**config.mk**
```make
export PLATFORM = sky130hd
export DESIGN_NAME = limit_alert_and_timebase_ctrl
export DESIGN_NICKNAME = d
export VERILOG_FILES = /design/src/limit_alert_pkg.sv /design/src/limit_alert_and_timebase_ctrl.sv
export SDC_FILE = /design/constraint.sdc
export NUM_CORES = 1
export LEC_CHECK = 0
export BUFFER_PORTS_ARGS = -buffer_cell sky130_fd_sc_hd__buf_2
export CAP_MARGIN = 5
export CORE_UTILIZATION = 55
export CTS_CLUSTER_SIZE = 40
export DETAILED_ROUTE_END_ITERATION = 6
export PLACE_DENSITY = 0.88
export SYNTH_ARGS = -nofsm -noshare
export SYNTH_HDL_FRONTEND = slang
export SYNTH_SLANG_ARGS = --single-unit
```
**constraint.sdc**
```tcl
create_clock -name clk_sys -period 2.31 [get_ports clk_sys]
set_input_delay 0.231 -clock clk_sys [delete_from_list [all_inputs] [get_ports clk_sys]]
set_output_delay 0.231 -clock clk_sys [all_outputs]
set_load 0.01 [all_outputs]
```
**src/limit_alert_pkg.sv**
```systemverilog
`default_nettype none
package limit_alert_pkg;
  // ****************************************
  // Register map
  // ****************************************
  localparam logic [7:0] ADDR_POWER = 8'h03;
  localparam logic [7:0] ADDR_CURRENT = 8'h04;
  localparam logic [7:0] ADDR_SHUNT_LIM = 8'h06;
  localparam logic [7:0] ADDR_BUS_LIM = 8'h07;
  localparam logic [7:0] ADDR_WARN = 8'h08;
  localparam logic [7:0] ADDR_CTRL = 8'h09;
  // ****************************************
  // Field positions
  // ****************************************
  localparam int UPPER_MSB = 15;
  localparam int UPPER_LSB = 8;
  localparam int LOWER_MSB = 7;
  localparam int LOWER_LSB = 0;
  localparam int BIT_SHUNT_OVER = 3;
  localparam int BIT_SHUNT_UNDER = 2;
  localparam int BIT_BUS_OVER = 1;
  localparam int BIT_BUS_UNDER = 0;
  localparam int BIT_FORCE = 8;
  localparam int BIT_ALERT_EN = 7;
  localparam int BIT_EXT_TB = 6;
  localparam int DIV_MSB = 5;
  localparam int DIV_W = 6;
  // ****************************************
  // Reset values and scaling
  // ****************************************
  localparam logic [15:0] RST_SHUNT_LIM = 16'h7f80;
  localparam logic [15:0] RST_BUS_LIM = 16'hff00;
  localparam logic [15:0] RST_CTRL = 16'h0000;
  localparam logic [15:0] CTRL_MASK = 16'h01ff;
  // Shunt reading is 10 uV per count, limit 2560 uV per count
  localparam int SHUNT_LSB_UV = 10;
  localparam int SHUNT_LIM_LSB_UV = 2560;
  localparam int SHUNT_SCALE = SHUNT_LIM_LSB_UV / SHUNT_LSB_UV;
  // Bus reading is 4 mV per count, limit 256 mV per count
  localparam int BUS_LSB_MV = 4;
  localparam int BUS_LIM_LSB_MV = 256;
  localparam int BUS_SCALE = BUS_LIM_LSB_MV / BUS_LSB_MV;
  localparam int CLK_HZ = 10000000;
endpackage
`default_nettype wire

```
**src/limit_alert_and_timebase_ctrl.sv**
```systemverilog
`timescale 1ns/1ps
`default_nettype none
module limit_alert_and_timebase_ctrl #(
  parameter int DIV_WIDTH = limit_alert_pkg::DIV_W
) (
  // Clock and reset
  input wire logic clk_sys,
  input wire logic rst,
  // Register port
  input wire logic reg_wr,
  input wire logic reg_rd,
  input wire logic [7:0] reg_addr,
  input wire logic [15:0] reg_wdata,
  output logic [15:0] reg_rdata,
  output logic reg_rvalid,
  // Conversion results
  input wire logic conv_done,
  input wire logic signed [15:0] shunt_reading,
  input wire logic [15:0] bus_reading,
  input wire logic signed [15:0] current_value,
  input wire logic [15:0] power_value,
  // Timebase or alert pin
  input wire logic timebase_or_alert_pin_i,
  output logic timebase_or_alert_pin_o,
  output logic timebase_or_alert_pin_oe,
  // Timebase control
  output logic osc_enable,
  output logic internal_tick
);
  import limit_alert_pkg::*;

  // ****************************************
  // Registers
  // ****************************************
  logic [15:0] shunt_lim_q;
  logic [15:0] bus_lim_q;
  logic [15:0] ctrl_q;
  logic [3:0] flags_q;
  logic [15:0] current_q;
  logic [15:0] power_q;

  function automatic logic hit(input logic [7:0] a, input logic [7:0] b);
    hit = (a == b);
  endfunction

  always_ff @(posedge clk_sys) begin
    if (rst) begin
      shunt_lim_q <= RST_SHUNT_LIM;
      bus_lim_q <= RST_BUS_LIM;
      ctrl_q <= RST_CTRL;
    end else if (reg_wr) begin
      if (hit(reg_addr, ADDR_SHUNT_LIM)) begin
        shunt_lim_q <= reg_wdata;
      end
      if (hit(reg_addr, ADDR_BUS_LIM)) begin
        bus_lim_q <= reg_wdata;
      end
      if (hit(reg_addr, ADDR_CTRL)) begin
        ctrl_q <= reg_wdata & CTRL_MASK;
      end
    end
  end

  // Results captured at each conversion so a read sees a coherent pair
  always_ff @(posedge clk_sys) begin
    if (rst) begin
      current_q <= 16'h0000;
      power_q <= 16'h0000;
    end else if (conv_done) begin
      current_q <= current_value;
      power_q <= power_value;
    end
  end

  // ****************************************
  // Limit compare
  // ****************************************
  logic signed [7:0] s_up;
  logic signed [7:0] s_lo;
  logic signed [17:0] s_up_scaled;
  logic signed [17:0] s_lo_scaled;
  logic signed [17:0] s_read;
  logic [15:0] b_up_scaled;
  logic [15:0] b_lo_scaled;
  logic [15:0] b_read;
  logic [3:0] trip;

  always_comb begin
    s_up = shunt_lim_q[UPPER_MSB:UPPER_LSB];
    s_lo = shunt_lim_q[LOWER_MSB:LOWER_LSB];
    // Limits scaled to reading units; 18 bits keep -128*256 exact
    s_up_scaled = 18'(s_up) * 18'(SHUNT_SCALE);
    s_lo_scaled = 18'(s_lo) * 18'(SHUNT_SCALE);
    s_read = 18'(shunt_reading);
    // Bus reading carries status in bits 1:0, value above them
    b_read = {2'b00, bus_reading[15:2]};
    b_up_scaled = 16'(bus_lim_q[UPPER_MSB:UPPER_LSB]) * 16'(BUS_SCALE);
    b_lo_scaled = 16'(bus_lim_q[LOWER_MSB:LOWER_LSB]) * 16'(BUS_SCALE);
    trip = 4'h0;
    trip[BIT_SHUNT_OVER] = s_read > s_up_scaled;
    trip[BIT_SHUNT_UNDER] = s_read < s_lo_scaled;
    trip[BIT_BUS_OVER] = b_read > b_up_scaled;
    trip[BIT_BUS_UNDER] = b_read < b_lo_scaled;
  end

  // ****************************************
  // Warning flags
  // ****************************************
  logic [3:0] clr;
  assign clr = (reg_wr && hit(reg_addr, ADDR_WARN)) ? reg_wdata[3:0] : 4'h0;

  // A trip in the clearing cycle wins, so no event is lost
  always_ff @(posedge clk_sys) begin
    if (rst) begin
      flags_q <= 4'h0;
    end else begin
      flags_q <= (flags_q & ~clr) | (conv_done ? trip : 4'h0);
    end
  end

  // ****************************************
  // Read port
  // ****************************************
  always_ff @(posedge clk_sys) begin
    if (rst) begin
      reg_rdata <= 16'h0000;
      reg_rvalid <= 1'b0;
    end else begin
      // Data follows the address every cycle; valid marks a requested word
      reg_rvalid <= reg_rd;
      case (reg_addr)
        ADDR_POWER: reg_rdata <= power_q;
        ADDR_CURRENT: reg_rdata <= current_q;
        ADDR_SHUNT_LIM: reg_rdata <= shunt_lim_q;
        ADDR_BUS_LIM: reg_rdata <= bus_lim_q;
        ADDR_WARN: reg_rdata <= {12'h000, flags_q};
        ADDR_CTRL: reg_rdata <= ctrl_q;
        default: reg_rdata <= 16'h0000;
      endcase
    end
  end

  // ****************************************
  // Alert pin
  // ****************************************
  logic ext_tb;
  logic alert_low;
  assign ext_tb = ctrl_q[BIT_EXT_TB];
  // Open-drain style: drive low only, float high
  assign alert_low = ctrl_q[BIT_FORCE]
    | (ctrl_q[BIT_ALERT_EN] & (|flags_q));

  always_ff @(posedge clk_sys) begin
    if (rst) begin
      timebase_or_alert_pin_o <= 1'b0;
      timebase_or_alert_pin_oe <= 1'b0;
      osc_enable <= 1'b1;
    end else begin
      timebase_or_alert_pin_o <= 1'b0;
      // Clock input mode releases the pin whatever the alert state
      timebase_or_alert_pin_oe <= alert_low & ~ext_tb;
      osc_enable <= ~ext_tb;
    end
  end

  // ****************************************
  // External timebase divider
  // ****************************************
  // Pin must hold each level for two clk_sys cycles to be seen, so its rate is at most a quarter of clk_sys
  logic [2:0] pin_sync_q;
  logic pin_level_q;
  logic pin_rise;
  logic [DIV_WIDTH-1:0] div_cnt_q;

  always_ff @(posedge clk_sys) begin
    // The pin idles high on its pull-up; starting there avoids a false rise
    if (rst) begin
      pin_sync_q <= 3'b111;
      pin_level_q <= 1'b1;
    end else begin
      pin_sync_q <= {pin_sync_q[1:0], timebase_or_alert_pin_i};
      if (pin_sync_q[2] == pin_sync_q[1]) begin
        pin_level_q <= pin_sync_q[2];
      end
    end
  end

  assign pin_rise = (pin_sync_q[2] == pin_sync_q[1]) & pin_sync_q[2]
    & ~pin_level_q;

  // Toggling every (div+1) rises gives pin rate over 2*(div+1)
  always_ff @(posedge clk_sys) begin
    if (rst) begin
      div_cnt_q <= '0;
      internal_tick <= 1'b0;
    end else if (!ext_tb) begin
      div_cnt_q <= '0;
      internal_tick <= 1'b0;
    end else if (pin_rise) begin
      // A divider lowered mid-count wraps at the next edge, no long stall
      if (div_cnt_q >= ctrl_q[DIV_MSB:0]) begin
        div_cnt_q <= '0;
        internal_tick <= ~internal_tick;
      end else begin
        div_cnt_q <= DIV_WIDTH'(div_cnt_q + 1'b1);
      end
    end
  end

  // ****************************************
  // Assertions
  // ****************************************
  a_force_drives: assert property (@(posedge clk_sys) disable iff (rst)
    ctrl_q[BIT_FORCE] && !ext_tb |=> timebase_or_alert_pin_oe)
    else $error("force bit did not drive the pin");
  a_alert_flags: assert property (@(posedge clk_sys) disable iff (rst)
    ctrl_q[BIT_ALERT_EN] && |flags_q && !ext_tb
    |=> timebase_or_alert_pin_oe)
    else $error("enabled flag did not drive the pin");
  a_no_alert: assert property (@(posedge clk_sys) disable iff (rst)
    !ctrl_q[BIT_FORCE] && !ctrl_q[BIT_ALERT_EN]
    |=> !timebase_or_alert_pin_oe)
    else $error("pin driven with alert disabled");
  a_pin_release: assert property (@(posedge clk_sys) disable iff (rst)
    !alert_low |=> !timebase_or_alert_pin_oe)
    else $error("pin not released");
  a_ext_tb: assert property (@(posedge clk_sys) disable iff (rst)
    ext_tb |=> !osc_enable && !timebase_or_alert_pin_oe)
    else $error("timebase mode still drives");
  a_bus_over: assert property (@(posedge clk_sys) disable iff (rst)
    conv_done && b_read > b_up_scaled |=> flags_q[BIT_BUS_OVER])
    else $error("bus over missed");
  a_bus_under: assert property (@(posedge clk_sys) disable iff (rst)
    conv_done && b_read < b_lo_scaled |=> flags_q[BIT_BUS_UNDER])
    else $error("bus under missed");
  a_shunt_over: assert property (@(posedge clk_sys) disable iff (rst)
    conv_done && s_read > s_up_scaled |=> flags_q[BIT_SHUNT_OVER])
    else $error("shunt over missed");
  a_shunt_under: assert property (@(posedge clk_sys) disable iff (rst)
    conv_done && s_read < s_lo_scaled |=> flags_q[BIT_SHUNT_UNDER])
    else $error("shunt under missed");
  a_flag_hold: assert property (@(posedge clk_sys) disable iff (rst)
    !conv_done && clr == 4'h0 |=> flags_q == $past(flags_q))
    else $error("flag changed without cause");
  a_w1c_clear: assert property (@(posedge clk_sys) disable iff (rst)
    !conv_done && clr[0] |=> !flags_q[0])
    else $error("write one did not clear");
  a_drive_low: assert property (@(posedge clk_sys) disable iff (rst)
    !timebase_or_alert_pin_o)
    else $error("pin output level not low");
  a_tick_idle: assert property (@(posedge clk_sys) disable iff (rst)
    !ext_tb |=> !internal_tick && osc_enable)
    else $error("divider ran with timebase off");
  a_tick_still: assert property (@(posedge clk_sys) disable iff (rst)
    ext_tb && !pin_rise |=> internal_tick == $past(internal_tick))
    else $error("divided clock moved without a pin edge");

  // ****************************************
  // Per-flag checks
  // ****************************************
  // One loop keeps the four flags under identical checks
  for (genvar f = 0; f < 4; f++) begin : g_flag_chk
    a_zero_keeps: assert property (@(posedge clk_sys) disable iff (rst)
      flags_q[f] && !clr[f] |=> flags_q[f])
      else $error("flag lost without a clear");
    a_clear_each: assert property (@(posedge clk_sys) disable iff (rst)
      !conv_done && clr[f] |=> !flags_q[f])
      else $error("write one left a flag set");
    a_set_wins: assert property (@(posedge clk_sys) disable iff (rst)
      conv_done && trip[f] && clr[f] |=> flags_q[f])
      else $error("clear beat a new trip");
  end

  c_alert: cover property (@(posedge clk_sys) disable iff (rst)
    $rose(timebase_or_alert_pin_oe));
  c_clear: cover property (@(posedge clk_sys) disable iff (rst)
    flags_q[0] ##1 !flags_q[0]);
  c_tick: cover property (@(posedge clk_sys) disable iff (rst)
    $rose(internal_tick));
  c_set_clash: cover property (@(posedge clk_sys) disable iff (rst)
    conv_done && |(trip & clr));
  c_force: cover property (@(posedge clk_sys) disable iff (rst)
    ctrl_q[BIT_FORCE] && !ext_tb ##1 timebase_or_alert_pin_oe);
endmodule // limit_alert_and_timebase_ctrl
`default_nettype wire

```
======== Word-level counts from Yosys, hierarchy flattened ========
Cells that the tools add are included.
operators by class
  add/sub/neg operators ................... 1
  multiply operators ...................... 0
  div/mod/pow operators ................... 0
  magnitude comparators ................... 5
  equality and inequality tests ........... 7
  shift-type cells ........................ 0
  multiplexer cells ....................... 4
  bitwise gates (word level) .............. 11
  reduce and logical (&&, ||, !) cells .... 7
operators by type and width
  kind                   count
  $pmux W16 S6           1
  $eq A8 B3 Y1 const B   3
  $eq A8 B4 Y1 const B   2
  $gt A16 B16 Y1         1
  $lt A16 B16 Y1         1
  $gt A14 B14 Y1         1
  $lt A14 B14 Y1         1
  $eq A8 B2 Y1 const B   1
  $mux W4                2
  $reduce_and A2 Y1      4
  $add A6 B1 Y6 const B  1
  $ge A6 B6 Y1           1
  $mux W6                1
  $and A1 B1 Y1          4
  $and A4 B4 Y4          1
  $not A4 Y4             1
  $or A4 B4 Y4           1
  $reduce_or A4 Y1       1
  $not A1 Y1             3
  $reduce_or A2 Y1       1
  $eq A1 B1 Y1           1
  $logic_and A1 B1 Y1    1
  $or A1 B1 Y1           1
storage, ports and cells
  bits in registers ....................... 107
  latch bits .............................. 0
  memory bits (writable) .................. 0
  bits in read-only memories .............. 0
  logic and storage cells ................. 49
  memories kept ........................... 0

======== Depth between registers and ports, before layout ========
Gate-level depths: netlist (run 1).
  depth after elaboration ................. 6
  depth in mapped cells ................... 7

======== Least setup slack after synthesis (run 1) ========
Ideal clock, no wire load.
  path type ............................... input to register
  start point ............................. input port reg_addr[5]
  end point ............................... register bus_lim_q[8]
  library setup time ...................... 0.130 ns
  arrival time ............................ 1.549 ns
  required time ........................... 2.180 ns
  setup slack ............................. 0.632 ns
  cell stages on the path ................. 7
  path buffers ............................ 2
  path through ............................ or4_4 -> nor2_2 -> and4_1 -> buf_6 -> buf_8 -> mux2i_1 -> nand2_1
on the way
  cells in the longest elaborated chain, start to end .. 2
ends and longest elaborated chain
  what                         RTL line                             text
  from (decl)                  limit_alert_and_timebase_ctrl.sv:12  input wire logic [7:0] reg_addr,
  $eq A8 B3 Y1                 limit_alert_and_timebase_ctrl.sv:43  hit = (a == b);
  $reduce_and A2 Y1 (no line)  n/a
  to (signal assigned)         limit_alert_and_timebase_ctrl.sv:56  bus_lim_q <= reg_wdata;
  to (decl)                    limit_alert_and_timebase_ctrl.sv:36  logic [15:0] bus_lim_q;
Every way passes these cells.
A chain may end at the register's enable or synchronous reset.

======== Final worst setup path (run 1) ========
  start point ............................. register pin_sync_q[1]
  end point ............................... register div_cnt_q[5]
on the way
  cells in the longest elaborated chain, start to end .. 3
ends and longest elaborated chain
  what                    RTL line                              text
  from (decl)             limit_alert_and_timebase_ctrl.sv:170  logic [2:0] pin_sync_q;
  from (signal assigned)  limit_alert_and_timebase_ctrl.sv:181  pin_sync_q <= {pin_sync_q[1:0], timebase_or_alert_pin_i};
  $eq A1 B1 Y1            limit_alert_and_timebase_ctrl.sv:188  assign pin_rise = (pin_sync_q[2] == pin_sync_q[1]) & pin_sync_q[2]
  $and A1 B1 Y1           limit_alert_and_timebase_ctrl.sv:188
  $and A1 B1 Y1           limit_alert_and_timebase_ctrl.sv:189  & ~pin_level_q;
  to (signal assigned)    limit_alert_and_timebase_ctrl.sv:205  div_cnt_q <= DIV_WIDTH'(div_cnt_q + 1'b1);
  to (decl)               limit_alert_and_timebase_ctrl.sv:173  logic [DIV_WIDTH-1:0] div_cnt_q;
Every way passes these cells.

==> results of run 1 <==
-- logic make-up (layout without fill, tap and decap cells) --
family	after synthesis	count (layout)	share of synthesized area [%]
mux	79	79	15.3
xor+xnor	5	5	0.835
other cells	1	1	0.0715
compound gates	97	97	12.6
buf+inv	72	178	5.92
simple gates	174	174	15.3
flops	107	107	40.9
fa+ha+maj	38	38	9.07
-- per-layer routing --
layer,part of all wire (%),global-route usage [%],vias up,wire (um)
li1,-,-,2205,-
met1,40,38.2,2172,5650
met2,45,47.2,296,6410
met3,11,5.69,47,1570
met4,3.6,13.7,0,507
met5,0,0,-,0
-- registers in the layout, summed over array words and instances, names as in the netlist --
register	cells
bus_lim_q	16
ctrl_q	9
current_q	16
div_cnt_q	6
flags_q	4
internal_tick	1
osc_enable	1
pin_level_q	1
pin_sync_q	3
power_q	16
reg_rdata	16
reg_rvalid	1
shunt_lim_q	16
timebase_or_alert_pin_oe	1
-- cell usage in the layout (no fill, tap or decap), types with 7 or more instances in the layout --
| cell | n |
|---|---|
| o211ai_1 | 15 |
| clkbuf_8 | 9 |
| nor2b_1 | 8 |
| a21oi_1 | 20 |
| a22oi_1 | 11 |
| nand2_1 | 47 |
| o21ai_0 | 13 |
| ha_1 | 38 |
| o22ai_1 | 7 |
| inv_1 | 39 |
| nor2_1 | 82 |
| mux2_2 | 8 |
| buf_4 | 12 |
| mux2i_1 | 69 |
| buf_2 | 111 |
| dfxtp_1 | 107 |
-- critical path, stage by stage, from the launching register on --
cell     delay, ns
dfxtp_1       0.37
ha_1          0.17
nor2b_1       0.40
nand4_1       0.23
or3_1         0.39
a21oi_1       0.15
-- Yosys cell counts, drive strengths merged, types with 2 or more instances --
| cell type | count | share of area, % |
|---|---|---|
| buf | 14 | 1.8 |
| nand3b | 2 | 0.29 |
| ha | 38 | 9.1 |
| a311oi | 5 | 0.84 |
| clkbuf | 18 | 1.3 |
| nand2b | 3 | 0.36 |
| xor2 | 4 | 0.67 |
| a21oi | 20 | 1.9 |
| o211ai | 15 | 2.1 |
| o32ai | 2 | 0.33 |
| a32o | 2 | 0.38 |
| a211oi | 2 | 0.29 |
| mux2 | 10 | 2.1 |
| o21ai | 14 | 1.3 |
| nor3 | 4 | 0.48 |
| and3 | 3 | 0.36 |
| mux2i | 69 | 13 |
| a31oi | 3 | 0.36 |
| nand3 | 2 | 0.19 |
| nor4 | 3 | 0.48 |
| or2 | 3 | 0.36 |
| nor2b | 8 | 0.95 |
| a32oi | 2 | 0.33 |
| o2111ai | 2 | 0.33 |
| inv | 40 | 2.9 |
| o22ai | 7 | 0.84 |
| or4 | 2 | 0.36 |
| nand4 | 5 | 0.60 |
| and4b | 2 | 0.38 |
| dfxtp | 107 | 41 |
| nand2 | 47 | 3.4 |
| a211o | 2 | 0.33 |
| a22oi | 11 | 1.6 |
| a21o | 5 | 0.72 |
| nor2 | 84 | 6.2 |
-- area by class of cell --
| class | instances | area, um^2 | area share, % |
|---|---|---|---|
| clock inverters | 6 | 51.3 | 0.846 |
| multi-input cells | 394 | 2790 | 46.0 |
| repair buffers | 123 | 646 | 10.6 |
| flip-flops and latches | 107 | 2140 | 35.3 |
| clock buffers | 9 | 124 | 2.04 |
| inverters | 40 | 150 | 2.48 |
| well taps | 129 | 161 | 2.66 |
-- how the worst min path moves through the flow --
stage	depth (start not counted)	end	slack, ns
6_report	2	pin_sync_q[0]	0.03
5_1_grt	2	pin_sync_q[0]	0.03
4_1_cts	2	pin_sync_q[0]	0.04
3_5_place_dp	1	pin_sync_q[1]	0.40
3_3_place_gp	1	pin_sync_q[1]	0.39
2_1_floorplan	1	pin_sync_q[0]	0.33
-- power by group through the flow --
stage                     clock network [mW]  registers, mW  logic [mW]
after floorplan                            0           1.94       0.208
after global placement                     0           1.95       0.354
after detailed placement                   0           1.96       0.369
after CTS                               1.07           1.91       0.373
after global routing                    1.16           1.92       0.412
final                                   1.09           1.91       0.379
-- stage by stage --
step           util (%)  hold slack [ns]
6_report           65.6           0.0288
3_5_place_dp       63.7            0.398
4_1_cts            65.6           0.0386
3_3_place_gp       63.7            0.392
2_1_floorplan         -            0.335
5_1_grt            65.6           0.0327
==> summary.md, run 1 <==
| Metric | Value |
|---|---|
| Status | completed |
| Reg2reg start | pin_sync_q[1] |
| Placed Cells | about 790 |
| Critical path startpoint category | register |
| Synth Warn # | 0 |
| R2R setup slack | between 0.5 and 0.6 ns |
| Chip width | 99.6 um |
| Hold_buf cts | 0 |
| Syn Std Cell Area | between 0.005 and 0.006 mm^2 |
| Worst slew pin tran | between 0.6 and 0.7 ns |
| Gp weighted congestion | approximately 0.98 |
| Setup WS post-layout | around 0.53 ns |
| Final Hold Fails | 0 |
| Number of global-route vias before repair | around 4.5k |
| GRT overflow | 0 |
| Max-cap violation count | 0 |
| Crit path from | pin_sync_q[1] |
| Area delta synth->final | 15.7% |
| CP max FO | 6 |
| Internal power | between 2 and 2.5 mW |
| Syn_nets | around 700 |
| Critical path data required time | around 2.6 ns |
| Ratio of cells with drive above 1 in the final layout | a little under a quarter |
| Part of the power in combinational logic | 11.2% |
| Post-CTS sizing | 0 |
| Clk_lat worst skew | between 0.3 and 0.4 ns |
| Fillers | around 770 |
| Routed Antenna Nets | 0 |
| Part of the power in registers | between 50% and 60% |
| CTS H-tree depth | 3 |
| Final setup violation count | 0 |
| Setup repair after global routing missed its margin | false |
| Synth Flop Type | dfxtp_1 |
| Port bufs | around 110 |
| DRC viols | 0 |
| Max Transition Viols Final | 0 |
| Switching pwr | ~0.93 mW |
| First-pass GRT wire length | between 20 and 25 mm |
| Tmin final | ~1.8 ns |
| Ant diodes | 0 |
| Max VDD drop | approximately 0.00029 V |
| Seq/Total Area, Yosys | 40.9% |
| Die Ht | roughly 100 um |
| DR vias/cell | roughly 6 |
| Final Power | roughly 3.4 mW |
| Kind of critical path | register to register |
| Worst min-delay path startpoint | timebase_or_alert_pin_i |
| Setup Fix Bufs, Post-CTS | 0 |
| Clk sinks | around 110 |
| Worst flop-to-flop path endpoint | div_cnt_q[5] |
| Worst EP arrival | about 2.1 ns |
| Root Buffer | clkbuf_8 |
| Post-layout net count | roughly 810 |
| WL/cell | 17.5 um |
| Routed Wire Length | around 14 mm |
| Clock-pin slew on the worst setup and hold paths | around 0.11 ns |
| Total track usage | between 20 and 30% |
| IO Count | 115 |
| Worst setup EP type | register |
| Largest net degree at the start of global routing | 37 |
| Rows | 35 |
| Initial detailed-routing violation count | ~400 |
| Initial Util | about 57% |
| Leakage | ~2.8 nW |
| DP HPWL | 10.8 mm |
| Post-Layout Cell Count | roughly 810 |
| Hold crit path type | input pin to register |
| Relative slew slack | 54.3% |
| Final period util | slightly below 80% |
| Clock group share of total power | 32.1% |
| Drt first pass iters | 5 |
| Clock Skew | roughly 0.0096 ns |
| Initial antenna violation count | 0 |
| CTS tree | yes |
| Fmax | between 0.5 and 0.6 GHz |
| Place WS | between 0.3 and 0.4 ns |
| Power density cells | 557 mW/mm^2 |
| Mapped Avg Cell Area | 9.15 um^2 |
| Net Sw Frac | between 20 and 30% |
| Total negative setup slack | 0 ns |
| Cells on worst reg2reg path | 5 |
| Maximum clock insertion buffer count | 2 |
| Cell count after synthesis | ~570 |
| CTS buffer count | 9 |
| Worst setup path endpoint | div_cnt_q[5] |
| Die ar. | roughly 0.0099 mm^2 |
| Post-synth ARST share | 0% |
| Yosys reg bits | between 100 and 150 |
| Post-route cell area | approximately 0.0061 mm^2 |
| Detailed-route via count | around 4.7k |
| Placed cell areas | about 0.006 mm^2 |
| CORE AREA | between 0.009 and 0.01 mm^2 |
| EDFF count, synth | 0 |
| Netlist cell types | 60 |
(Power assumes the default switching activity.)
==> inputs of run 2 (changes only) <==
CORE_UTILIZATION = 49   (was 55)
PLACE_DENSITY = 0.83   (was 0.88)
clock period = 1.6 ns   (was 2.31 ns; I/O delays follow)
==> run 2 against run 1 <==
Combinational power grew 59%. Total power grew 48%. Core utilization fell by 3.4 points. Fmax rose by 12%. Critical path depth increased by 1. Sequential power increased by 45%. Clock skew grew 0.0044 ns. Worst hold slack worse by 0.016 ns. Register-to-register slack got worse by 0.52 ns. Clock power increased by 49%. Final cell count up 4.2%. Largest cell class unchanged.
==> summary.md, run 2 (synthesis results as in run 1) <==
| Metric | Value |
|---|---|
| Status | completed |
| Clock group share of total power | 32.5% (+0.4 points) |
| Cell chain of the critical path | inv_1 > ha_1 > a21o_1 > a2111oi_2 > o21ai_1 > o311ai_1 |
| Crit path max-delay family | compound AO/OA/AOI/OAI gates |
| Placed Cells | 823 (+3.8%) |
| Commonest non-fill, non-tap cells in the layout | 111 x buf_2, 99 x dfxtp_1, 81 x nor2_1 |
| CTS buffer count | 9 (unchanged) |
| First-pass GRT wire length | 22.9 mm (+2.7%) |
| DR vias/cell | 5.50 (-5.8%) |
| Worst Hold Slack | 0.0124 ns (-0.0165 ns) |
| Most common cell after layout, fill and taps aside | buf_2 |
| Clk sinks | 107 (unchanged) |
| Routed Wire Length | 14.7 mm (+4.1%) |
| R2R setup slack | 0.008 ns (-0.52 ns) |
| Drt first pass iters | 5 (unchanged) |
| Critical path startpoint category | register |
| Initial antenna violation count | 0 (unchanged) |
| Clk_lat worst skew | 0.38 ns (about the same) |
| Final Util | 62.2% (-3.4 points) |
| Maximum clock insertion buffer count | 2 (unchanged) |
| Internal power | 3.64 mW (+48%) |
| Setup WS post-layout | 0.00772 ns (-0.524 ns) |
| Part of the power in registers | 55.4% (-1.3 points) |
| Initial Util | 50.6% (-6.2 points) |
| Port bufs | 111 (unchanged) |
| CP max stage cell | a2111oi_2 |
| WL/cell | 17.5 um (about the same) |
| Place WS | -0.120 ns (-0.431 ns) |
| Total track usage | 26.7% (-2.6 points) |
| Critical path data required time | 1.88 ns (-0.75 ns) |
| Worst path buffer plus inverter count | 1 (+1) |
| Final Hold Fails | 0 (unchanged) |
| Worst setup EP type | register |
| Clock-pin slew on the worst setup and hold paths | 0.11 ns (about the same) |
| Rows | 37 (+5.7%) |
| Ratio of cells with drive above 1 in the final layout | 28.8% (+5.8 points) |
| Final Power | 4.99 mW (+48%) |
| Leakage | 2.92 nW (+6.2%) |
| Part of the power in combinational logic | 12.1% (+0.9 points) |
| Routed Antenna Nets | 0 (unchanged) |
| DRC viols | 0 (unchanged) |
| Switching pwr | 1.36 mW (+46%) |
| Ant diodes | 0 (unchanged) |
| Max VDD drop | 0.000519 V (+77%) |
| Root Buffer | clkbuf_8 |
| Max Transition Viols Final | 0 (unchanged) |
| Power density cells | 774 mW/mm^2 (+39%) |
| Setup repair after global routing missed its margin | true |
| Hold crit path type | input pin to register |
| Final setup violation count | 0 (unchanged) |
| Chip width | 105 um (+5.8%) |
| Initial detailed-routing violation count | 282 (-29%) |
| IO Count | 115 (unchanged) |
| Number of global-route vias before repair | 4518 (-0.088%) |
| Area delta synth->final | 23.0% |
| Worst EP arrival | 1.87 ns (-0.23 ns) |
| Die Ht | 105 um (+5.8%) |
| Final period util | 99.5% (+23 points) |
| Kind of critical path | register to register |
| Slowest stage delay, CP | 0.39 ns (about the same) |
| Die ar. | 0.0111 mm^2 (+12%) |
| Max-cap violation count | 0 (unchanged) |
| Clock Skew | 0.0140 ns (+0.00444 ns) |
| Detailed-route via count | 4635 (-1.8%) |
| Gp weighted congestion | 1.02 (+3.7%) |
| Net Sw Frac | 27.1% (-0.28 points) |
| DP HPWL | 11.3 mm (+4.6%) |
| CTS H-tree depth | 3 (unchanged) |
| Tmin final | 1.59 ns (-0.186 ns) |
| CTS tree | yes |
| GRT overflow | 0 (unchanged) |
| Post-Layout Cell Count | 842 (+4.2%) |
| Largest net degree at the start of global routing | 42 (+14%) |
| Post-layout net count | 833 (+3.2%) |
| CP max FO | 2 (-4) |
| CORE AREA | 0.0104 mm^2 (+12%) |
| Fmax | 0.628 GHz (+12%) |
-- run 2: cell types whose count changed in the layout (fill, tap and decap cells not counted), sizes merged --
cell | previous run | this run
clkinv | 1 | 3
buf | 123 | 147
clkinvlp | 3 | 0
clkbuf | 9 | 11
dlygate4sd3 | 0 | 2
-- run 2: metal layers --
layer	global-route usage (%)	share of wire, %	vias to the layer above
li1	-	-	2256
met1	37.0	45	2142
met2	42.2	45	212
met3	5.32	7.6	25
met4	7.55	2.2	0
met5	0	0	-
-- run 2: cell type report --
class	instances	area (um^2)
multi-input combinational	394	2890
tap	136	170
inverter	40	150
clock inverter	5	46.3
sequential	107	2150
timing repair buffer	149	896
clock buffer	11	141
fill	941	3920
-- run 2: stage by stage --
step / instance area (um^2) / setup TNS (ns)
final: 6450 / 0
after global routing: 6450 / -0.257
after CTS: 6360 / 0
after detailed placement: 6130 / -2.88
after global placement: 6130 / -1.71
after floorplan: 5250 / 0
-- run 2: tightest hold or removal path, stage by stage --
cell and delay (ns):
buf_2 0.08, mux2i_1 0.06, nor2_1 0.07
-- run 2: power groups by stage --
stage	logic [mW]	registers, mW	clock network, mW
global placement	0.552	2.82	0
finish	0.603	2.76	1.62
CTS	0.580	2.76	1.62
global route	0.657	2.77	1.75
detailed placement	0.570	2.82	0
floorplan	0.301	2.81	0
-- run 2: final timing paths --
path         depth (start not counted)       endpoint               from
max reg2reg                          6     flags_q[0]       bus_lim_q[5]
min                                  3  current_q[13]  current_value[13]
min reg2reg                          1  pin_sync_q[1]      pin_sync_q[0]
max                                  6     flags_q[0]       bus_lim_q[5]
-- run 2: what timing repair did --
| item | CTS | global route |
|---|---|---|
| pin swaps | 4 | 8 |
| buffers inserted | 0 | 1 |
| endpoints found under the setup margin | 6 | 10 |
| resized for setup | 8 | 21 |
| endpoints found under the hold margin | 2 | 0 |
| hold buffers | 2 | 0 |
